[config.mk]
export PLATFORM = sky130hd
export DESIGN_NAME = rsr_top
export DESIGN_NICKNAME = d
export VERILOG_FILES = /design/src/design/rsr_sync2.v /design/src/design/rsr_sym_engine.v /design/src/design/rsr_top.v
export VERILOG_INCLUDE_DIRS = /design/src /design/src/design
export SDC_FILE = /design/constraint.sdc
export NUM_CORES = 1
export LEC_CHECK = 0
export ABC_AREA = 1
export BUFFER_PORTS_ARGS = -buffer_cell sky130_fd_sc_hd__buf_2
export CAP_MARGIN = 10
export CORE_MARGIN = 1
export CORE_UTILIZATION = 45
export DETAILED_ROUTE_END_ITERATION = 8
export GPL_ROUTABILITY_DRIVEN = 0
export PLACE_DENSITY_LB_ADDON = 0.2
export SLEW_MARGIN = 5
export SYNTH_ARGS = -nofsm -noshare
export SYNTH_HDL_FRONTEND = slang
export SYNTH_SLANG_ARGS = --single-unit
export TNS_END_PERCENT = 10
[constraint.sdc]
create_clock -name sys_clk -period 5.1 [get_ports sys_clk]
set_input_delay 1.02 -clock sys_clk [delete_from_list [all_inputs] [get_ports sys_clk]]
set_output_delay 1.02 -clock sys_clk [all_outputs]
set_load 0.01 [all_outputs]
[src/design/rsr_map.vh]
// register offsets, field positions and reset values of the routing and symbol block
`ifndef RSR_MAP_VH
`define RSR_MAP_VH
// ----------------------------------------
// register offsets
// ----------------------------------------
`define RSR_REG_RCV_CFG   8'h38
`define RSR_REG_SIG_OUT   8'h39
`define RSR_REG_DRV_CON   8'h3a
`define RSR_REG_RX_CTRL   8'h3b
`define RSR_REG_SYM0_LO   8'h40
`define RSR_REG_SYM0_HI   8'h41
`define RSR_REG_SYM1_LO   8'h42
`define RSR_REG_SYM1_HI   8'h43
`define RSR_REG_SYM2      8'h44
`define RSR_REG_SYM3      8'h45
`define RSR_REG_LEN10     8'h46
`define RSR_REG_LEN32     8'h47
`define RSR_REG_BURST_CFG 8'h48
`define RSR_REG_BURST0    8'h49
`define RSR_REG_BURST1    8'h4a
`define RSR_REG_FRAME_CON 8'h4b
`define RSR_REG_CFG01     8'h4c
`define RSR_REG_CFG23     8'h4d
`define RSR_REG_STATUS    8'h4e
// ----------------------------------------
// field positions
// ----------------------------------------
`define RSR_RCV_SINGLE_BIT 0
`define RSR_RCV_ADC_BIT    1
`define RSR_RCV_SEL_LSB    2
`define RSR_DRV_ACTIVE_BIT 2
// ----------------------------------------
// select codes
// ----------------------------------------
`define RSR_OUT_TXDATA   4'h1
`define RSR_OUT_RXDATA   4'h2
`define RSR_OUT_ENVELOPE 4'h4
`define RSR_OUT_MANCH    4'h6
`define RSR_OUT_MANCH_SC 4'h7
`define RSR_IN_INTERNAL  2'h1
`define RSR_IN_SUBCARR   2'h2
`define RSR_IN_GENERIC   2'h3
`define RSR_TX_IDLE      2'h0
`define RSR_TX_INTERNAL  2'h1
`define RSR_TX_SIGNAL_IN_PIN     2'h2
// ----------------------------------------
// reset values
// ----------------------------------------
`define RSR_RST_BYTE     8'h00
`define RSR_RST_RCV_CFG  8'h04
`endif

[src/design/rsr_sync2.v]
// two-stage synchroniser for asynchronous pin inputs
`timescale 1ns/100ps
`default_nettype none
module rsr_sync2 #(
	parameter W = 1
) (
	input  wire         sys_clk,
	input  wire         reset_n,
	input  wire         clkEn,
	input  wire [W-1:0] asyncIn,
	output reg  [W-1:0] syncOut
);
	// ----------------------------------------
	// stages
	// ----------------------------------------
	reg [W-1:0] stage1_r;

	// first stage feeds only the second stage
	always @(posedge sys_clk or negedge reset_n) begin
		if (!reset_n) begin
			stage1_r <= {W{1'b0}};
			syncOut  <= {W{1'b0}};
		end else if (clkEn) begin
			stage1_r <= asyncIn;
			syncOut  <= stage1_r;
		end
	end
endmodule
`default_nettype wire

[src/design/rsr_sym_engine.v]
// serialiser for one pair of framing symbols: pattern then optional burst
`timescale 1ns/100ps
`default_nettype none
module rsr_sym_engine #(
	parameter PW        = 16,
	parameter LW        = 4,
	parameter HAS_BURST = 1
) (
	input  wire          sys_clk,
	input  wire          reset_n,
	input  wire          clkEn,
	input  wire          start,
	input  wire [PW-1:0] pattern,
	input  wire [LW-1:0] patLen,
	input  wire          burstEn,
	input  wire          burstVal,
	input  wire [7:0]    burstLen,
	input  wire [3:0]    bitDiv,
	output wire          busy,
	output reg           bitOut,
	output reg           bitStb,
	output reg           done
);
	// ----------------------------------------
	// state
	// ----------------------------------------
	localparam [2:0] ST_IDLE  = 3'h1;
	localparam [2:0] ST_PAT   = 3'h2;
	localparam [2:0] ST_BURST = 3'h4;

	reg [2:0]    state_r;
	reg [PW-1:0] pat_r;
	reg [LW-1:0] idx_r;
	reg [7:0]    burstCnt_r;
	reg          burstVal_r;
	reg          burstEn_r;
	reg [3:0]    divCnt_r;
	wire         tick;

	assign busy = ~state_r[0];
	// bit clock shared by the pair; divider runs only while a symbol is out
	assign tick = (divCnt_r == bitDiv);

	// ----------------------------------------
	// sequencer
	// ----------------------------------------
	always @(posedge sys_clk or negedge reset_n) begin
		if (!reset_n) begin
			state_r    <= ST_IDLE;
			pat_r      <= {PW{1'b0}};
			idx_r      <= {LW{1'b0}};
			burstCnt_r <= 8'h00;
			burstVal_r <= 1'b0;
			burstEn_r  <= 1'b0;
			divCnt_r   <= 4'h0;
			bitOut     <= 1'b0;
			bitStb     <= 1'b0;
			done       <= 1'b0;
		end else if (clkEn) begin
			bitStb <= 1'b0;
			done   <= 1'b0;
			if (state_r != ST_IDLE)
				divCnt_r <= tick ? 4'h0 : divCnt_r + 4'h1;
			case (state_r)
			ST_IDLE: begin
				divCnt_r <= 4'h0;
				if (start) begin
					// latched so a register write mid-symbol cannot tear it
					pat_r      <= pattern;
					idx_r      <= patLen;
					burstEn_r  <= (HAS_BURST != 0) & burstEn;
					burstVal_r <= burstVal;
					burstCnt_r <= burstLen;
					state_r    <= ST_PAT;
				end
			end
			ST_PAT: begin
				if (tick) begin
					bitOut <= pat_r[idx_r];
					bitStb <= 1'b1;
					if (idx_r == {LW{1'b0}}) begin
						if (burstEn_r) begin
							state_r <= ST_BURST;
						end else begin
							state_r <= ST_IDLE;
							done    <= 1'b1;
						end
					end else begin
						idx_r <= idx_r - {{(LW-1){1'b0}}, 1'b1};
					end
				end
			end
			ST_BURST: begin
				if (tick) begin
					bitOut <= burstVal_r;
					bitStb <= 1'b1;
					if (burstCnt_r == 8'h00) begin
						state_r <= ST_IDLE;
						done    <= 1'b1;
					end else begin
						burstCnt_r <= burstCnt_r - 8'h01;
					end
				end
			end
			default: state_r <= ST_IDLE;
			endcase
		end
	end
endmodule
`default_nettype wire

[src/design/rsr_top.v]
// signal routing, receiver input selection and framing symbol generation
// ----------------------------------------
// Summary of operation
// single-ended bit: 0 differential pos/neg pins, 1 pins tied single-ended
// converter-mode bit routes raw I/Q mixer outputs straight to converter
// I and Q channels digitised and forwarded to the correlation stage
// signal out: 0100 envelope, 0110 Manchester, 0111 Manchester with subcarrier
// receive input: 01 internal, 10 signal-in subcarrier, 11 signal-in generic
// digital half: out 0100, input 10 or 11, transmit source 00 idle low
// antenna half: out 0110/0111, input 01, source 10 signal-in, multi-receive on
// out select 4 puts the Miller coder output on signal out
// passive and active front ends supported, operated one after another
// out select also shows internal transmit and receive data for test
// symbols zero and one: up to 16 bit pattern plus burst up to 256
// symbols two and three: up to 8 bit pattern, no burst
// last sent bit at register LSB, sent from high bits toward bit zero
// pattern length from pair length registers, higher bits ignored
// frame control: 0/1/2 before data, 1/2/3 after data
// pairs 0/1 and 2/3 each share one configuration set
// unlisted select codes drive signal out low, receive from internal path
// ----------------------------------------
//
// The strobed register port was decided locally.
`timescale 1ns/100ps
`default_nettype none
`include "rsr_map.vh"
module rsr_top #(
	parameter ADW = 8
) (
	input  wire           sys_clk,
	input  wire           reset_n,
	input  wire           clkEn,
	input  wire [7:0]     regAddr,
	input  wire [7:0]     regWrData,
	input  wire           regWrStb,
	input  wire           regRdStb,
	output reg  [7:0]     regRdData,
	input  wire           rxInPos,
	input  wire           rxInNeg,
	input  wire           signalInPin,
	output reg            signalOutPin,
	input  wire [ADW-1:0] mixRawI,
	input  wire [ADW-1:0] mixRawQ,
	input  wire [ADW-1:0] filtI,
	input  wire [ADW-1:0] filtQ,
	input  wire           sampleStb,
	output reg  [ADW-1:0] corrI,
	output reg  [ADW-1:0] corrQ,
	output reg            corrValid,
	input  wire           millerEnvelope,
	input  wire           manchRx,
	input  wire           manchSubRx,
	input  wire           txDataObs,
	input  wire           rxDataObs,
	output reg            rxData,
	output reg            rxGeneric,
	output reg            modDrive,
	output reg            activeModDrive,
	output wire           multiReceive,
	input  wire           frameStart,
	input  wire           frameEnd,
	output reg            symBit,
	output reg            symBitStb,
	output reg            symDone,
	output wire           symBusy,
	output reg  [7:0]     symCfg
);
	// ----------------------------------------
	// registers
	// ----------------------------------------
	reg  [7:0] rcvCfg_r;
	reg  [7:0] signal_out_pin_r;
	reg  [7:0] driver_control_r;
	reg  [7:0] receive_control_r;
	reg  [7:0] sym0Lo_r;
	reg  [7:0] sym0Hi_r;
	reg  [7:0] sym1Lo_r;
	reg  [7:0] sym1Hi_r;
	reg  [7:0] sym2_r;
	reg  [7:0] sym3_r;
	reg  [7:0] len10_r;
	reg  [7:0] len32_r;
	reg  [7:0] burstCfg_r;
	reg  [7:0] burst0_r;
	reg  [7:0] burst1_r;
	reg  [7:0] frameCon_r;
	reg  [7:0] cfg01_r;
	reg  [7:0] cfg23_r;
	reg  [7:0] rdMux;

	wire       rxSingle   = rcvCfg_r[`RSR_RCV_SINGLE_BIT];
	wire       adcDirect  = rcvCfg_r[`RSR_RCV_ADC_BIT];
	wire [1:0] rxInSel    = rcvCfg_r[`RSR_RCV_SEL_LSB+1:`RSR_RCV_SEL_LSB];
	wire [3:0] outPinSel  = signal_out_pin_r[3:0];
	wire [1:0] txSrcSel   = driver_control_r[1:0];
	wire       activeSide = driver_control_r[`RSR_DRV_ACTIVE_BIT];

	assign multiReceive = receive_control_r[0];

	// ----------------------------------------
	// pin synchronisers
	// ----------------------------------------
	wire [2:0] pinSync;
	wire       rxPosS  = pinSync[0];
	wire       rxNegS  = pinSync[1];
	wire       sigInS  = pinSync[2];

	rsr_sync2 #(
		.W (3)
	) u_pinSync (
		.sys_clk (sys_clk),
		.reset_n (reset_n),
		.clkEn   (clkEn),
		.asyncIn ({signalInPin, rxInNeg, rxInPos}),
		.syncOut (pinSync)
	);

	// ----------------------------------------
	// symbol engines
	// ----------------------------------------
	wire        busyA;
	wire        busyB;
	wire        bitA;
	wire        bitB;
	wire        stbA;
	wire        stbB;
	wire        doneA;
	wire        doneB;
	reg  [1:0]  reqSym;
	reg         reqValid;
	reg         ownerB_r;
	wire        startA  = reqValid & ~reqSym[1];
	wire        startB  = reqValid & reqSym[1];
	wire        symOneA = reqSym[0];
	wire [15:0] patA    = symOneA ? {sym1Hi_r, sym1Lo_r} : {sym0Hi_r, sym0Lo_r};
	wire [3:0]  lenA    = symOneA ? len10_r[7:4] : len10_r[3:0];
	wire [7:0]  patB    = reqSym[0] ? sym3_r : sym2_r;
	wire [2:0]  lenB    = reqSym[0] ? len32_r[6:4] : len32_r[2:0];

	assign symBusy = busyA | busyB;

	// request decode; a request while a symbol is out is dropped
	always @* begin
		reqSym   = 2'h0;
		reqValid = 1'b0;
		if (!symBusy && frameStart && frameCon_r[1:0] != 2'h0) begin
			reqSym   = frameCon_r[1:0] - 2'h1;
			reqValid = 1'b1;
		end else if (!symBusy && frameEnd && frameCon_r[3:2] != 2'h0) begin
			reqSym   = frameCon_r[3:2];
			reqValid = 1'b1;
		end
	end

	rsr_sym_engine #(
		.PW        (16),
		.LW        (4),
		.HAS_BURST (1)
	) u_engA (
		.sys_clk  (sys_clk),
		.reset_n  (reset_n),
		.clkEn    (clkEn),
		.start    (startA),
		.pattern  (patA),
		.patLen   (lenA),
		.burstEn  (symOneA ? burstCfg_r[2] : burstCfg_r[0]),
		.burstVal (symOneA ? burstCfg_r[3] : burstCfg_r[1]),
		.burstLen (symOneA ? burst1_r : burst0_r),
		.bitDiv   (cfg01_r[3:0]),
		.busy     (busyA),
		.bitOut   (bitA),
		.bitStb   (stbA),
		.done     (doneA)
	);

	// burst inputs tied off: this pair has no burst extension
	rsr_sym_engine #(
		.PW        (8),
		.LW        (3),
		.HAS_BURST (0)
	) u_engB (
		.sys_clk  (sys_clk),
		.reset_n  (reset_n),
		.clkEn    (clkEn),
		.start    (startB),
		.pattern  (patB),
		.patLen   (lenB),
		.burstEn  (1'b0),
		.burstVal (1'b0),
		.burstLen (8'h00),
		.bitDiv   (cfg23_r[3:0]),
		.busy     (busyB),
		.bitOut   (bitB),
		.bitStb   (stbB),
		.done     (doneB)
	);

	// ----------------------------------------
	// register write and read
	// ----------------------------------------
	always @(posedge sys_clk or negedge reset_n) begin
		if (!reset_n) begin
			rcvCfg_r   <= `RSR_RST_RCV_CFG;
			signal_out_pin_r   <= `RSR_RST_BYTE;
			driver_control_r   <= `RSR_RST_BYTE;
			receive_control_r   <= `RSR_RST_BYTE;
			sym0Lo_r   <= `RSR_RST_BYTE;
			sym0Hi_r   <= `RSR_RST_BYTE;
			sym1Lo_r   <= `RSR_RST_BYTE;
			sym1Hi_r   <= `RSR_RST_BYTE;
			sym2_r     <= `RSR_RST_BYTE;
			sym3_r     <= `RSR_RST_BYTE;
			len10_r    <= `RSR_RST_BYTE;
			len32_r    <= `RSR_RST_BYTE;
			burstCfg_r <= `RSR_RST_BYTE;
			burst0_r   <= `RSR_RST_BYTE;
			burst1_r   <= `RSR_RST_BYTE;
			frameCon_r <= `RSR_RST_BYTE;
			cfg01_r    <= `RSR_RST_BYTE;
			cfg23_r    <= `RSR_RST_BYTE;
			regRdData  <= 8'h00;
		end else if (clkEn) begin
			regRdData <= regRdStb ? rdMux : 8'h00;
			if (regWrStb) begin
				case (regAddr)
				`RSR_REG_RCV_CFG:   rcvCfg_r   <= {4'h0, regWrData[3:0]};
				`RSR_REG_SIG_OUT:   signal_out_pin_r   <= {4'h0, regWrData[3:0]};
				`RSR_REG_DRV_CON:   driver_control_r   <= {5'h00, regWrData[2:0]};
				`RSR_REG_RX_CTRL:   receive_control_r   <= {7'h00, regWrData[0]};
				`RSR_REG_SYM0_LO:   sym0Lo_r   <= regWrData;
				`RSR_REG_SYM0_HI:   sym0Hi_r   <= regWrData;
				`RSR_REG_SYM1_LO:   sym1Lo_r   <= regWrData;
				`RSR_REG_SYM1_HI:   sym1Hi_r   <= regWrData;
				`RSR_REG_SYM2:      sym2_r     <= regWrData;
				`RSR_REG_SYM3:      sym3_r     <= regWrData;
				`RSR_REG_LEN10:     len10_r    <= regWrData;
				`RSR_REG_LEN32:     len32_r    <= {1'b0, regWrData[6:4], 1'b0, regWrData[2:0]};
				`RSR_REG_BURST_CFG: burstCfg_r <= {4'h0, regWrData[3:0]};
				`RSR_REG_BURST0:    burst0_r   <= regWrData;
				`RSR_REG_BURST1:    burst1_r   <= regWrData;
				`RSR_REG_FRAME_CON: frameCon_r <= {4'h0, regWrData[3:0]};
				`RSR_REG_CFG01:     cfg01_r    <= regWrData;
				`RSR_REG_CFG23:     cfg23_r    <= regWrData;
				default: ;
				endcase
			end
		end
	end

	// unmapped addresses and the status register's spare bits read zero
	always @* begin
		case (regAddr)
		`RSR_REG_RCV_CFG:   rdMux = rcvCfg_r;
		`RSR_REG_SIG_OUT:   rdMux = signal_out_pin_r;
		`RSR_REG_DRV_CON:   rdMux = driver_control_r;
		`RSR_REG_RX_CTRL:   rdMux = receive_control_r;
		`RSR_REG_SYM0_LO:   rdMux = sym0Lo_r;
		`RSR_REG_SYM0_HI:   rdMux = sym0Hi_r;
		`RSR_REG_SYM1_LO:   rdMux = sym1Lo_r;
		`RSR_REG_SYM1_HI:   rdMux = sym1Hi_r;
		`RSR_REG_SYM2:      rdMux = sym2_r;
		`RSR_REG_SYM3:      rdMux = sym3_r;
		`RSR_REG_LEN10:     rdMux = len10_r;
		`RSR_REG_LEN32:     rdMux = len32_r;
		`RSR_REG_BURST_CFG: rdMux = burstCfg_r;
		`RSR_REG_BURST0:    rdMux = burst0_r;
		`RSR_REG_BURST1:    rdMux = burst1_r;
		`RSR_REG_FRAME_CON: rdMux = frameCon_r;
		`RSR_REG_CFG01:     rdMux = cfg01_r;
		`RSR_REG_CFG23:     rdMux = cfg23_r;
		`RSR_REG_STATUS:    rdMux = {3'h0, ownerB_r, signalOutPin, rxData, busyB, busyA};
		default:            rdMux = 8'h00;
		endcase
	end

	// ----------------------------------------
	// receive path and converter feed
	// ----------------------------------------
	// tied pins carry one level; otherwise the pair is compared
	wire analogRx = rxSingle ? rxPosS : (rxPosS & ~rxNegS);

	always @(posedge sys_clk or negedge reset_n) begin
		if (!reset_n) begin
			rxData    <= 1'b0;
			rxGeneric <= 1'b0;
			corrI     <= {ADW{1'b0}};
			corrQ     <= {ADW{1'b0}};
			corrValid <= 1'b0;
		end else if (clkEn) begin
			case (rxInSel)
			`RSR_IN_SUBCARR: begin
				rxData    <= sigInS;
				rxGeneric <= 1'b0;
			end
			`RSR_IN_GENERIC: begin
				rxData    <= sigInS;
				rxGeneric <= 1'b1;
			end
			default: begin
				rxData    <= analogRx;
				rxGeneric <= 1'b0;
			end
			endcase
			corrValid <= sampleStb;
			if (sampleStb) begin
				corrI <= adcDirect ? mixRawI : filtI;
				corrQ <= adcDirect ? mixRawQ : filtQ;
			end
		end
	end

	// ----------------------------------------
	// signal out, modulator source, symbol output
	// ----------------------------------------
	always @(posedge sys_clk or negedge reset_n) begin
		if (!reset_n) begin
			signalOutPin   <= 1'b0;
			modDrive       <= 1'b0;
			activeModDrive <= 1'b0;
			ownerB_r       <= 1'b0;
			symBit         <= 1'b0;
			symBitStb      <= 1'b0;
			symDone        <= 1'b0;
			symCfg         <= 8'h00;
		end else if (clkEn) begin
			case (outPinSel)
			`RSR_OUT_ENVELOPE: signalOutPin <= millerEnvelope;
			`RSR_OUT_MANCH:    signalOutPin <= manchRx;
			`RSR_OUT_MANCH_SC: signalOutPin <= manchSubRx;
			`RSR_OUT_TXDATA:   signalOutPin <= txDataObs;
			`RSR_OUT_RXDATA:   signalOutPin <= rxDataObs;
			default:           signalOutPin <= 1'b0;
			endcase
			// one front end at a time: the idle one is held low
			case (txSrcSel)
			`RSR_TX_INTERNAL: begin
				modDrive       <= activeSide ? 1'b0 : millerEnvelope;
				activeModDrive <= activeSide ? millerEnvelope : 1'b0;
			end
			`RSR_TX_SIGNAL_IN_PIN: begin
				modDrive       <= activeSide ? 1'b0 : sigInS;
				activeModDrive <= activeSide ? sigInS : 1'b0;
			end
			default: begin
				modDrive       <= 1'b0;
				activeModDrive <= 1'b0;
			end
			endcase
			if (reqValid)
				ownerB_r <= reqSym[1];
			symBit    <= ownerB_r ? bitB : bitA;
			symBitStb <= stbA | stbB;
			symDone   <= doneA | doneB;
			symCfg    <= ownerB_r ? cfg23_r : cfg01_r;
		end
	end
endmodule
`default_nettype wire

==> impl_summary.txt, run 1 <==
----------------------------------------------------
[CTS]
  TritonCTS Buffers ... 26
  Hold-fix buffer count after cts ... 0
  Sink count of the clock tree ... between 200 and 250
  Clock latency on the worst-skew pair ... between 0.5 and 0.6 ns
  Number of H-tree levels ... 1
  Clock tree buffer depth ... 3
  Clock edge transition at the registers on the reported setup and hold paths ... roughly 0.06 ns
  Buffer type at the clock tree root ... sky130_fd_sc_hd__clkbuf_16
  Buffers inserted during post-CTS setup optimization ... 0
  CTS resizes ... 0
  Clock tree from TritonCTS ... yes

[STA]
  Worst Tran Pin Value ... about 1.0 ns
  Clock skew ... 0.02205 ns
  Normalized max-slew margin ... a little under a third
  Total Neg Setup Slack ... 0 ns
  Clock period minus final worst setup slack ... ~2.8 ns
  Fmax ... roughly 0.35 GHz
  RSZ-0062 raised after global routing ... false
  Slew Limit Fails ... 0
  Setup-violating endpoint count in the final report ... 0
  Tcrit/Tclk final ... between 50% and 60%
  Final Hold Violating Endpoints ... 0

[Cells and area]
  Post-route cell area ... about 13,000 um^2
  Cell Count, Final, Fillers Out ... just under 2,000
  Register containing the most flip-flops in the final layout ... u_engA.pat_r
  Most frequent standard cell in the layout excluding fill and tap cells ... sky130_fd_sc_hd__nand2_1
  Antenna fix cells ... 0
  Net count of the finished layout ... roughly 1,700
  Share of post-route cells with drive strength above 1 ... between 10% and 20%
  Area growth, synth to finish ... 13.81%
  Max FFs per register ... 16
  Most frequent cells in the layout ... sky130_fd_sc_hd__nand2_1 (436), sky130_fd_sc_hd__dfrtp_1 (219), sky130_fd_sc_hd__nand3_1 (149)
  Final core area utilization ... 52.08%

[Placement]
  IO Port Bufs ... around 110
  Number of instances in the placed design ... between 1,500 and 2,000
  Half-perimeter wire length after detailed placement ... 24.54 mm
  Cell Area, Placed ... about 12,000 um^2

[Detailed routing]
  DRT Pass-1 Iters ... 5
  Vias post-DR ... 10,658
  Iteration-0 DRC count of the detailed router ... 1,096
  Average via count per standard cell ... roughly 5.5
  Post-Route WL ... about 35 mm
  Detailed-route DRC error count ... 0
  Remaining antenna violation count after routing ... 0
  Average detailed-routed wire length per instance ... between 15 and 20 um

[Synth]
  Synthesized-area fraction occupied by ao, oa, aoi and oai cells ... a little over an eighth
  Total number of yosys warnings ... 0
  Synthesized net count ... approximately 1,600
  Sequential area share after synthesis ... approximately 48%
  Post-Synth Adder-Cell Area ... under 10%
  Post-synthesis register bit count ... between 200 and 250
  Largest family of logic cells by synthesized area ... simple AND/OR/NAND/NOR gates
  Distinct cell type count of the synthesized netlist ... 39
  Xor and xnor area share after synthesis ... less than 1%
  Share of synthesized cell area in and, or, nand and nor gates ... between 20% and 30%
  Post-Syn Instances ... roughly 1,500
  Multiplexer fraction of the synthesized cell area ... 0.08686%
  Mean post-synth cell area ... 7.647 um^2
  Netlist Area Pre-Place ... roughly 12,000 um^2

[Floorplanning]
  Die Span X ... 162.0 um
  CORE AREA ... between 20,000 and 30,000 um^2
  Num rows ... just under 60
  Die footprint ... 26,250 um^2
  Height of the chip ... 162.0 um
  Count of pins on the block boundary ... roughly 110
  Initial cell density of the core ... a little under half

[Power]
  Post-layout power ... about 4.8 mW
  Max VDD drop ... ~0.24 mV
  Static leakage ... 6.446 nW
  Pwr per Cell Area ... 364.7 nW/um^2

[Critical path]
  Cell-by-cell listing of the critical path ... inv_1, ha_1, nor2_1, nand2_2, o21ai_2, buf_4, nand2_2, o211ai_1, o21ai_0
  Arrival time worst endpoint ... roughly 3.2 ns
  Longest individual stage delay on the worst path ... ~0.64 ns
  Endpoint class of the critical path ... register
  R2r setup slk ... 2.25 ns
  Master of the slowest instance on the critical path ... sky130_fd_sc_hd__nand2_2
  Worst path top cell family by delay ... simple AND/OR/NAND/NOR gates
  Startpoint type of the worst setup path ... register
  Most repeated library cell on the critical path ... sky130_fd_sc_hd__nand2_2
  Required time worst endpoint ... about 5.5 ns
  Crit path kind ... reg -> reg
  Largest fanout on the critical path ... 45
  Buf+Inv Stages, Crit Path ... 2

[Run status]
  Run status ... finished, final reports clean

[Run]
  Max-capacitance violation count ... 0

[GRT]
  Total gr overflow ... 0
  Number of global-route vias before repair ... roughly 10,000
  Wire length of the first global-routing pass ... ~56 mm
  All-Layer GR Usage ... 27.77%
  Largest net degree at the start of global routing ... 132
  Antenna violations before repair ... 0

[Min path]
  Class of the most critical hold timing path ... reg -> reg

----------------------------------------------------
## worst reg2reg max path, cell delays in order (launching register included)
cell and delay, ns:
sky130_fd_sc_hd__dfrtp_1 0.42, sky130_fd_sc_hd__inv_1 0.07, sky130_fd_sc_hd__ha_1 0.19, sky130_fd_sc_hd__nor2_1 0.17, sky130_fd_sc_hd__nand2_2 0.12, sky130_fd_sc_hd__o21ai_2 0.13
sky130_fd_sc_hd__buf_4 0.41, sky130_fd_sc_hd__nand2_2 0.64, sky130_fd_sc_hd__o211ai_1 0.44, sky130_fd_sc_hd__o21ai_0 0.12
## cell usage after synthesis
| library cell | number | area [um^2] |
|---|---|---|
| sky130_fd_sc_hd__inv_2 | 14 | 52.55 |
| sky130_fd_sc_hd__mux2i_1 | 1 | 10.01 |
| sky130_fd_sc_hd__o31ai_1 | 8 | 60.06 |
| sky130_fd_sc_hd__o21ai_0 | 144 | 720.7 |
| sky130_fd_sc_hd__a31oi_1 | 17 | 106.4 |
| sky130_fd_sc_hd__buf_4 | 11 | 82.58 |
| sky130_fd_sc_hd__inv_1 | 105 | 394.1 |
| sky130_fd_sc_hd__ha_1 | 10 | 125.1 |
| sky130_fd_sc_hd__nand4_1 | 25 | 156.4 |
| sky130_fd_sc_hd__clkbuf_1 | 26 | 97.59 |
| sky130_fd_sc_hd__dfstp_2 | 3 | 78.83 |
| sky130_fd_sc_hd__buf_1 | 4 | 15.01 |
| sky130_fd_sc_hd__nand3_1 | 149 | 745.7 |
| sky130_fd_sc_hd__nor2_1 | 132 | 495.5 |
| sky130_fd_sc_hd__nand3_2 | 4 | 40.04 |
| sky130_fd_sc_hd__nor2_2 | 8 | 50.05 |
| sky130_fd_sc_hd__or2_0 | 1 | 6.260 |
| sky130_fd_sc_hd__a22oi_1 | 1 | 7.510 |
| sky130_fd_sc_hd__xnor2_1 | 1 | 8.760 |
| sky130_fd_sc_hd__nor2_4 | 11 | 123.9 |
| sky130_fd_sc_hd__a21oi_2 | 1 | 8.760 |
| sky130_fd_sc_hd__o21ai_2 | 1 | 8.760 |
| sky130_fd_sc_hd__nand3b_1 | 3 | 22.52 |
| sky130_fd_sc_hd__nor4_1 | 1 | 6.260 |
| sky130_fd_sc_hd__nand2_1 | 436 | 1637 |
| sky130_fd_sc_hd__o22ai_1 | 4 | 25.02 |
| sky130_fd_sc_hd__a21oi_1 | 52 | 260.3 |
| sky130_fd_sc_hd__dfrtp_1 | 219 | 5480 |
| sky130_fd_sc_hd__nor3_1 | 3 | 15.01 |
| sky130_fd_sc_hd__o21ai_1 | 47 | 235.2 |
| sky130_fd_sc_hd__nand2_4 | 2 | 22.52 |
| sky130_fd_sc_hd__a32o_1 | 3 | 30.03 |
| sky130_fd_sc_hd__a21boi_0 | 1 | 7.510 |
| sky130_fd_sc_hd__buf_2 | 26 | 130.1 |
| sky130_fd_sc_hd__nand2_2 | 11 | 68.82 |
| sky130_fd_sc_hd__o211ai_1 | 8 | 60.06 |
| sky130_fd_sc_hd__clkinv_1 | 1 | 3.750 |
| sky130_fd_sc_hd__xor2_1 | 10 | 87.58 |
| sky130_fd_sc_hd__nand4_2 | 3 | 37.54 |
## per-stage QoR
step,worst slack [ns],hold WS (ns)
6_report,2.250,0.4682
5_1_grt,1.998,0.4984
4_1_cts,2.257,0.4726
3_5_place_dp,1.808,0.4582
3_3_place_gp,1.847,0.4557
2_1_floorplan,2.905,0.4422
## where the power goes
group | switching [mW] | internal (mW)
sequential | 0.158 | 1.94
clock | 0.768 | 1.16
combinational | 0.507 | 0.251
## final timing paths
check / start / end / cells after the start
hold / removal: u_pinSync.stage1_r[2]$_DFFE_PN0P_ / u_pinSync.stage1_r[2]$_DFFE_PN0P_ / 2
setup reg to reg: frameCon_r[0]$_DFFE_PN0P_ / u_engA.pat_r[3]$_DFFE_PN0P_ / 9
setup / recovery: frameCon_r[0]$_DFFE_PN0P_ / u_engA.pat_r[3]$_DFFE_PN0P_ / 9
max in group asynchronous: reset_n / rcvCfg_r[2]$_DFFE_PN1P_ / 2
hold reg to reg: u_pinSync.stage1_r[2]$_DFFE_PN0P_ / u_pinSync.stage1_r[2]$_DFFE_PN0P_ / 2
min in group asynchronous: reset_n / u_engB.divCnt_r[2]$_DFFE_PN0P_ / 1
## kinds of logic after synthesis
kind of cell,after synthesis
AND/OR/NAND/NOR,789
AO/OA/AOI/OAI,287
flip-flops,222
buffers and inverters,187
XOR/XNOR,11
adder cells (fa/ha/maj),10
multiplexers,1
## layout make-up
| class | instances | area, um^2 |
|---|---|---|
| flip-flops and latches | 222 | 5559 |
| multi-input cells | 1098 | 5189 |
| clock buffers | 42 | 832.0 |
| well taps | 330 | 412.9 |
| inverters | 120 | 450.4 |
| clock inverters | 5 | 53.80 |
| repair buffers | 113 | 618.1 |
| fillers | 2443 | 12070 |
## metal layers
metal  track usage (%)  vias up  part of all wire [%]
li1                  -     5113                     -
met1             38.88     5019                    44
met2             42.59      440                    44
met3             5.056       86                   8.0
met4             10.93        0                   3.9
met5                 0        -                     0
No activity file was read; power rests on OpenSTA's default activity.
==> run 2: changes to the inputs <==
==> constraint.sdc (replaced) <==
create_clock -name sys_clk -period 3 [get_ports sys_clk]
set_input_delay 0.6 -clock sys_clk [delete_from_list [all_inputs] [get_ports sys_clk]]
set_output_delay 0.6 -clock sys_clk [all_outputs]
set_load 0.01 [all_outputs]
==> run 2 against run 1 <==
Register-to-register slack got worse by 1.5 ns. Clock skew fell by 0.014 ns. Critical endpoint is now u_engA.idx_r[2]$_DFFE_PN0P_. Clock-buffer cell count fell by 4. First-iteration DRC count rose by 11%. Highest routed layer unchanged. Combinational power rose by 70%. Design area rose by 0.35%. Non-clock buffer count rose by 22. Die area did not move. Via count rose by 0.46%. Power rose by 63%. Sequential cell count did not move.
==> impl_summary.txt, run 2 (synthesized netlist as in run 1, its figures left out) <==
----------------------------------------------------
[STA]
  Worst Tran Pin Value ... roughly 0.8 ns
  Setup-violating endpoint count in the final report ... 0
  Tcrit/Tclk final ... around 76%
  Final-layout worst hold slack ... around 0.044 ns
  Fmax ... between 0.4 and 0.5 GHz
  Normalized max-slew margin ... between 40% and 50%
  Total Neg Setup Slack ... 0 ns
  Slew Limit Fails ... 0
  Final Hold Violating Endpoints ... 0
  RSZ-0062 raised after global routing ... false
  Clock period minus final worst setup slack ... about 2.3 ns
  Clock skew ... 0.008119 ns

[Floorplanning]
  CORE AREA ... ~25,000 um^2
  Die Span X ... roughly 160 um
  Num rows ... slightly below 60
  Height of the chip ... about 160 um
  Die footprint ... 26,250 um^2
  Initial cell density of the core ... approximately 46%
  Count of pins on the block boundary ... approximately 110

[Critical path]
  Launch point of the worst reg-to-reg path ... frameCon_r[0]$_DFFE_PN0P_
  Arrival time worst endpoint ... 2.69 ns
  Largest fanout on the critical path ... 18
  Master of the slowest instance on the critical path ... sky130_fd_sc_hd__dfrtp_1
  Crit path kind ... reg -> reg
  Required time worst endpoint ... roughly 3.4 ns
  Endpoint class of the critical path ... register
  Longest individual stage delay on the worst path ... 0.41 ns
  R2r setup slk ... 0.72 ns
  Cell-by-cell listing of the critical path ... inv_1, ha_1, nor2_1, nand2_2, nand2_1, o21ai_2, nand2_2, buf_4, nand2_1, nand3_1, nand2_1, nand2_1, o21ai_0
  Startpoint type of the worst setup path ... register
  Most repeated library cell on the critical path ... sky130_fd_sc_hd__nand2_1
  Cell depth of the worst flop-to-flop path ... 13
  Capture instance of the worst register-to-register path ... u_engA.idx_r[2]$_DFFE_PN0P_

[CTS]
  Clock latency on the worst-skew pair ... around 0.52 ns
  TritonCTS Buffers ... 25
  Hold-fix buffer count after cts ... 0
  Buffer type at the clock tree root ... sky130_fd_sc_hd__clkbuf_16
  Clock tree buffer depth ... 3
  Clock tree from TritonCTS ... yes
  Clock edge transition at the registers on the reported setup and hold paths ... about 0.060 ns
  Buffers inserted during post-CTS setup optimization ... 0
  Sink count of the clock tree ... between 200 and 250
  CTS resizes ... 0
  Number of H-tree levels ... 1

[Placement]
  IO Port Bufs ... about 110
  Cell Area, Placed ... about 12,000 um^2
  Half-perimeter wire length after detailed placement ... between 20 and 30 mm

[Detailed routing]
  Post-Route WL ... ~35 mm
  Average detailed-routed wire length per instance ... about 18 um
  Remaining antenna violation count after routing ... 0
  Detailed-route DRC error count ... 0
  Iteration-0 DRC count of the detailed router ... roughly 1,200
  DRT Pass-1 Iters ... 6
  Vias post-DR ... approximately 11,000
  Average via count per standard cell ... 5.494

[Power]
  Post-layout power ... ~7.8 mW
  Max VDD drop ... about 0.45 mV
  Pwr per Cell Area ... ~590 nW/um^2
  Static leakage ... 6.485 nW

[Run]
  Max-capacitance violation count ... 0

[GRT]
  Wire length of the first global-routing pass ... 56.24 mm
  Antenna violations before repair ... 1
  Total gr overflow ... 0
  Largest net degree at the start of global routing ... 81
  Number of global-route vias before repair ... about 10,000
  All-Layer GR Usage ... roughly 28%

[Cells and area]
  Count of fill cells added during filler insertion ... 2,460
  Antenna fix cells ... 0
  Net count of the finished layout ... 1,676
  Most frequent cells in the layout ... sky130_fd_sc_hd__nand2_1 (436), sky130_fd_sc_hd__dfrtp_1 (219), sky130_fd_sc_hd__nand3_1 (149)
  Area growth, synth to finish ... 14.21%
  Register containing the most flip-flops in the final layout ... u_engA.pat_r
  Post-route cell area ... between 10,000 and 15,000 um^2
  Most frequent standard cell in the layout excluding fill and tap cells ... sky130_fd_sc_hd__nand2_1
  Max FFs per register ... 16
  Share of post-route cells with drive strength above 1 ... between 10 and 15%

[Min path]
  Class of the most critical hold timing path ... in -> async

[Run status]
  Run status ... finished, final reports clean

----------------------------------------------------
-- run 2: worst max-delay path, delay by kind of cell (launching register included) --
family / cells / cell delay [ns]
compound gates: 2 / 0.12
fa+ha+maj: 1 / 0.20
buf+inv: 2 / 0.38
flops: 1 / 0.41
simple gates: 8 / 1.02
-- run 2: worst max-delay path by stage --
stage	startpoint	endpoint	slack [ns]
floorplan	regAddr[2]	burst1_r[6]$_DFFE_PN0P_	1.23
global placement	frameStart	u_engA.idx_r[0]$_DFFE_PN0P_	0.74
detailed placement	frameStart	u_engA.idx_r[0]$_DFFE_PN0P_	0.68
CTS	frameCon_r[0]$_DFFE_PN0P_	u_engA.idx_r[0]$_DFFE_PN0P_	0.72
global route	frameCon_r[0]$_DFFE_PN0P_	u_engA.idx_r[2]$_DFFE_PN0P_	0.53
finish	frameCon_r[0]$_DFFE_PN0P_	u_engA.idx_r[2]$_DFFE_PN0P_	0.72
-- run 2: power by group --
group          switching (mW)  total, mW  leakage [nW]  internal, mW
clock network            1.21       2.95         0.370          1.74
registers               0.258       3.56          2.94          3.30
logic                   0.854       1.29          3.17         0.439
total                    2.33       7.80          6.48          5.47
-- run 2: layer usage --
layer | routed length [um] | GRT usage, % | vias up
met5 | 0 | 0 | -
met4 | 1107 | 8.276 | 0
met3 | 2862 | 5.695 | 82
met2 | 15510 | 42.88 | 436
met1 | 15670 | 38.94 | 5045
li1 | - | - | 5144
-- run 2: per-stage QoR --
| step | worst slack (ns) | cells | util (%) |
|---|---|---|---|
| final | 0.7162 | 1949 | 52.27 |
| after CTS | 0.7249 | 1949 | 52.27 |
| after floorplan | 1.225 | 1507 | - |
| after detailed placement | 0.6753 | 1905 | 49.22 |
| after global placement | 0.7389 | 1905 | 49.22 |
| after global routing | 0.5273 | 1949 | 52.27 |
-- run 2: area by class of cell --
cell class	instances	area, um^2	share of cell area (%)
timing repair buffer	135	783.3	5.951
clock buffer	38	684.4	5.200
multi-input combinational	1098	5189	39.42
tap	330	412.9	3.137
inverter	120	450.4	3.422
sequential	222	5559	42.24
clock inverter	6	82.58	0.6274
==> run 3: changes to the inputs <==
--- a/config.mk
+++ b/config.mk
@@ -6,7 +6,7 @@
 export SDC_FILE = /design/constraint.sdc
 export NUM_CORES = 1
 export LEC_CHECK = 0
-export ABC_AREA = 1
+export ABC_AREA = 0
 export BUFFER_PORTS_ARGS = -buffer_cell sky130_fd_sc_hd__buf_2
 export CAP_MARGIN = 10
 export CORE_MARGIN = 1
==> constraint.sdc (replaced) <==
create_clock -name sys_clk -period 2.3 [get_ports sys_clk]
set_input_delay 0.46 -clock sys_clk [delete_from_list [all_inputs] [get_ports sys_clk]]
set_output_delay 0.46 -clock sys_clk [all_outputs]
set_load 0.01 [all_outputs]
==> run 3 against run 2 <==
Register-to-register slack worse by 0.67 ns. Global-route usage shrank 2.1 points. Clock power up 34%. Highest routed layer unchanged.
==> impl_summary.txt, run 3 <==
----------------------------------------------------
[Critical path]
  R2r setup slk ... roughly 0.05 ns
  Cell depth of the worst flop-to-flop path ... 9
  Crit path kind ... reg -> reg
  Largest fanout on the critical path ... 25
  Arrival time worst endpoint ... roughly 2.7 ns
  Cell-by-cell listing of the critical path ... inv_1, ha_1, nand4b_1, buf_4, mux2i_4, buf_12, buf_12, mux2i_1, o21ai_0
  Longest individual stage delay on the worst path ... between 0.3 and 0.4 ns
  Worst path top cell family by delay ... buffers and inverters
  Required time worst endpoint ... ~2.7 ns
  Master of the slowest instance on the critical path ... sky130_fd_sc_hd__dfrtp_1
  Logic depth of the worst path, buffers included ... 9
  Startpoint type of the worst setup path ... register
  Capture instance of the worst register-to-register path ... u_engA.pat_r[11]$_DFFE_PN0P_
  Endpoint class of the critical path ... register
  Buf+Inv Stages, Crit Path ... 4
  Timing endpoint of the critical path ... u_engA.pat_r[11]$_DFFE_PN0P_
  Launch point of the worst reg-to-reg path ... frameCon_r[1]$_DFFE_PN0P_
  Most repeated library cell on the critical path ... sky130_fd_sc_hd__buf_12
  Launching instance or port of the critical path ... frameCon_r[1]$_DFFE_PN0P_

[Cells and area]
  Share of post-route cells with drive strength above 1 ... about a third
  Flip-flop and latch area ... 5560 um^2
  Register containing the most flip-flops in the final layout ... u_engA.pat_r
  Footprint of the multi-input gates ... 5399 um^2
  Net count of the finished layout ... 1,235
  Most frequent cells in the layout ... sky130_fd_sc_hd__dfrtp_1 (218), sky130_fd_sc_hd__mux2_2 (128), sky130_fd_sc_hd__buf_2 (105)
  Most frequent standard cell in the layout excluding fill and tap cells ... sky130_fd_sc_hd__dfrtp_1
  Cell Count, Final, Fillers Out ... roughly 1,500
  Max FFs per register ... 16
  Area growth, synth to finish ... 20.01%
  Count of fill cells added during filler insertion ... roughly 2,100

[Placement]
  Number of instances in the placed design ... 1,457
  IO Port Bufs ... 106
  Half-perimeter wire length after detailed placement ... approximately 24 mm

[Floorplanning]
  Initial cell density of the core ... a little under half
  CORE AREA ... between 20,000 and 25,000 um^2
  Num rows ... between 50 and 60
  Die footprint ... 25,610 um^2
  Count of pins on the block boundary ... ~110
  Die Span X ... roughly 160 um
  Height of the chip ... approximately 160 um

[CTS]
  Clock edge transition at the registers on the reported setup and hold paths ... 0.06 ns
  TritonCTS Buffers ... 25
  Number of H-tree levels ... 1
  Sink count of the clock tree ... approximately 220
  Clock tree buffer depth ... 3
  Clock latency on the worst-skew pair ... between 0.5 and 0.6 ns
  Buffers inserted during post-CTS setup optimization ... 0
  Clock tree from TritonCTS ... yes
  Buffer type at the clock tree root ... sky130_fd_sc_hd__clkbuf_16

[Synth]
  Most numerous cell in the Yosys netlist ... sky130_fd_sc_hd__dfrtp_1
  Post-Syn Instances ... between 1,000 and 1,500
  Netlist Area Pre-Place ... around 11,000 um^2
  Post-synthesis register bit count ... 222
  Sequential area share after synthesis ... between 40 and 50%
  Largest area contributor in the netlist ... sky130_fd_sc_hd__dfrtp_1
  Async S/R FF share, synth ... between 90% and 100%
  Area share of the largest cell type after synthesis ... between 40% and 50%
  Most used DFF post-synth ... sky130_fd_sc_hd__dfrtp_1
  Number of enable-type register cells in the synthesized netlist ... 0
  Most frequent cells after synthesis ... sky130_fd_sc_hd__dfrtp_1 (219), sky130_fd_sc_hd__mux2_2 (129), sky130_fd_sc_hd__nand2_1 (86)
  Total number of yosys warnings ... 0
  Synthesized net count ... 1,090
  Synth area leaders ... sky130_fd_sc_hd__dfrtp_1 (49%), sky130_fd_sc_hd__mux2_2 (13%), sky130_fd_sc_hd__mux2i_1 (6.9%), sky130_fd_sc_hd__nand2_1 (2.9%), sky130_fd_sc_hd__o21ai_0 (2.4%)
  Mean post-synth cell area ... 11.06 um^2
  Distinct cell type count of the synthesized netlist ... between 60 and 70

[Power]
  Pwr per Cell Area ... around 750 nW/um^2
  Int Power ... between 7 and 8 mW
  Post-layout power ... 10.18 mW
  Portion of total power attributed to combinational logic ... between 10% and 20%
  Switching Share ... 28.69%
  Static leakage ... between 6 and 7 nW
  Net switching power of the design ... 2.920 mW
  Max VDD drop ... around 0.50 mV
  Relative contribution of the clock network to total power ... between 30% and 40%
  Sequential share of power ... between 40% and 50%

[Detailed routing]
  M1 wire length ... around 14 mm
  Highest metal used ... met4
  Vias post-DR ... between 8,000 and 9,000
  Average detailed-routed wire length per instance ... approximately 22 um
  DRT Pass-1 Iters ... 6
  Met3 routed wirelength ... 2.246 mm
  Post-Route WL ... 32.49 mm
  Detailed-route DRC error count ... 0
  Average via count per standard cell ... about 5.8
  Iteration-0 DRC count of the detailed router ... 726
  Total met2 wirelength after detailed routing ... around 14 mm
  Remaining antenna violation count after routing ... 0

[Min path]
  Start point of the worst min-delay path ... rxInPos
  Class of the most critical hold timing path ... in -> reg

[STA]
  Fmax ... roughly 0.44 GHz
  Normalized max-slew margin ... a little over half
  Worst Tran Pin Value ... roughly 0.66 ns
  RSZ-0062 raised after global routing ... true
  Final Hold Violating Endpoints ... 0
  Slew Limit Fails ... 0
  Clock period minus final worst setup slack ... 2.251 ns
  Clock skew ... between 0.02 and 0.025 ns
  Setup-violating endpoint count in the final report ... 0
  Tcrit/Tclk final ... 97.88%

[GRT]
  All-Layer GR Usage ... 25.55%
  Antenna violations before repair ... 2
  Largest net degree at the start of global routing ... between 50 and 60
  Number of global-route vias before repair ... around 8,600
  Wire length of the first global-routing pass ... roughly 50 mm
  Total gr overflow ... 0

[Run status]
  Run status ... finished, final reports clean

[Run]
  Max-capacitance violation count ... 0

----------------------------------------------------
[run 3: cell count changes in the layout (fill, tap and decap cells not counted), moves of 73 or more]
cell	delta
sky130_fd_sc_hd__o21ai_0	-92
sky130_fd_sc_hd__inv_1	-88
sky130_fd_sc_hd__mux2i_1	+73
sky130_fd_sc_hd__mux2_2	+128
sky130_fd_sc_hd__nand3_1	-120
sky130_fd_sc_hd__nand2_1	-350
[run 3: area by class of cell]
type	count	area share (%)
timing repair buffer	181	9.222
multi-input combinational	712	40.04
clock inverter	4	0.4732
antenna	1	0.01856
tap	324	3.006
sequential	222	41.23
clock buffer	42	5.483
inverter	19	0.5289
[run 3: routing by layer]
metal,GRT usage (%),vias to the layer above
met5,0,-
met4,11.52,0
met3,3.766,93
met2,39.07,378
met1,36.07,4291
li1,-,4032
[run 3: kinds of logic after synthesis]
family,share of synthesized area (%)
simple gates,11.90
flops,49.47
mux,21.99
compound gates,12.00
buf+inv,2.895
fa+ha+maj,1.113
xor+xnor,0.6235
[run 3: power groups by stage]
stage / logic, mW / clock network, mW / registers, mW
floorplan: 1.07 / 0 / 4.47
global placement: 1.65 / 0 / 4.59
detailed placement: 1.68 / 0 / 4.60
CTS: 1.68 / 4.01 / 4.53
global route: 1.86 / 4.15 / 4.59
finish: 1.70 / 3.94 / 4.54
[run 3: worst min path at each step]
stage	depth (start not counted)	slack (ns)	endpoint
CTS	2	0.14	u_pinSync.stage1_r[1]$_DFFE_PN0P_
global route	2	0.15	u_pinSync.stage1_r[1]$_DFFE_PN0P_
floorplan	0	0.16	activeModDrive$_DFFE_PN0P_
finish	2	0.15	u_pinSync.stage1_r[0]$_DFFE_PN0P_
global placement	1	0.43	u_engA.idx_r[2]$_DFFE_PN0P_
detailed placement	1	0.43	u_engA.burstCnt_r[4]$_DFFE_PN0P_
[run 3: repair_timing]
item,CTS,global route
hold buffers,1,0
hold endpoints to repair,51,0
setup endpoints to repair,0,13
resized for setup,0,9
[run 3: through the flow]
step	hold WS, ns	instance area (um^2)	util, %	setup TNS, ns	setup WS [ns]
global route	0.1512	13490	55.29	-0.1631	-0.04686
CTS	0.1385	13460	55.17	0	0.03734
detailed placement	0.4281	12640	51.84	-0.1808	-0.08024
floorplan	0.1644	11240	-	0	0.2034
global placement	0.4282	12640	51.84	-0.1830	-0.09435
finish	0.1545	13490	55.29	0	0.04873
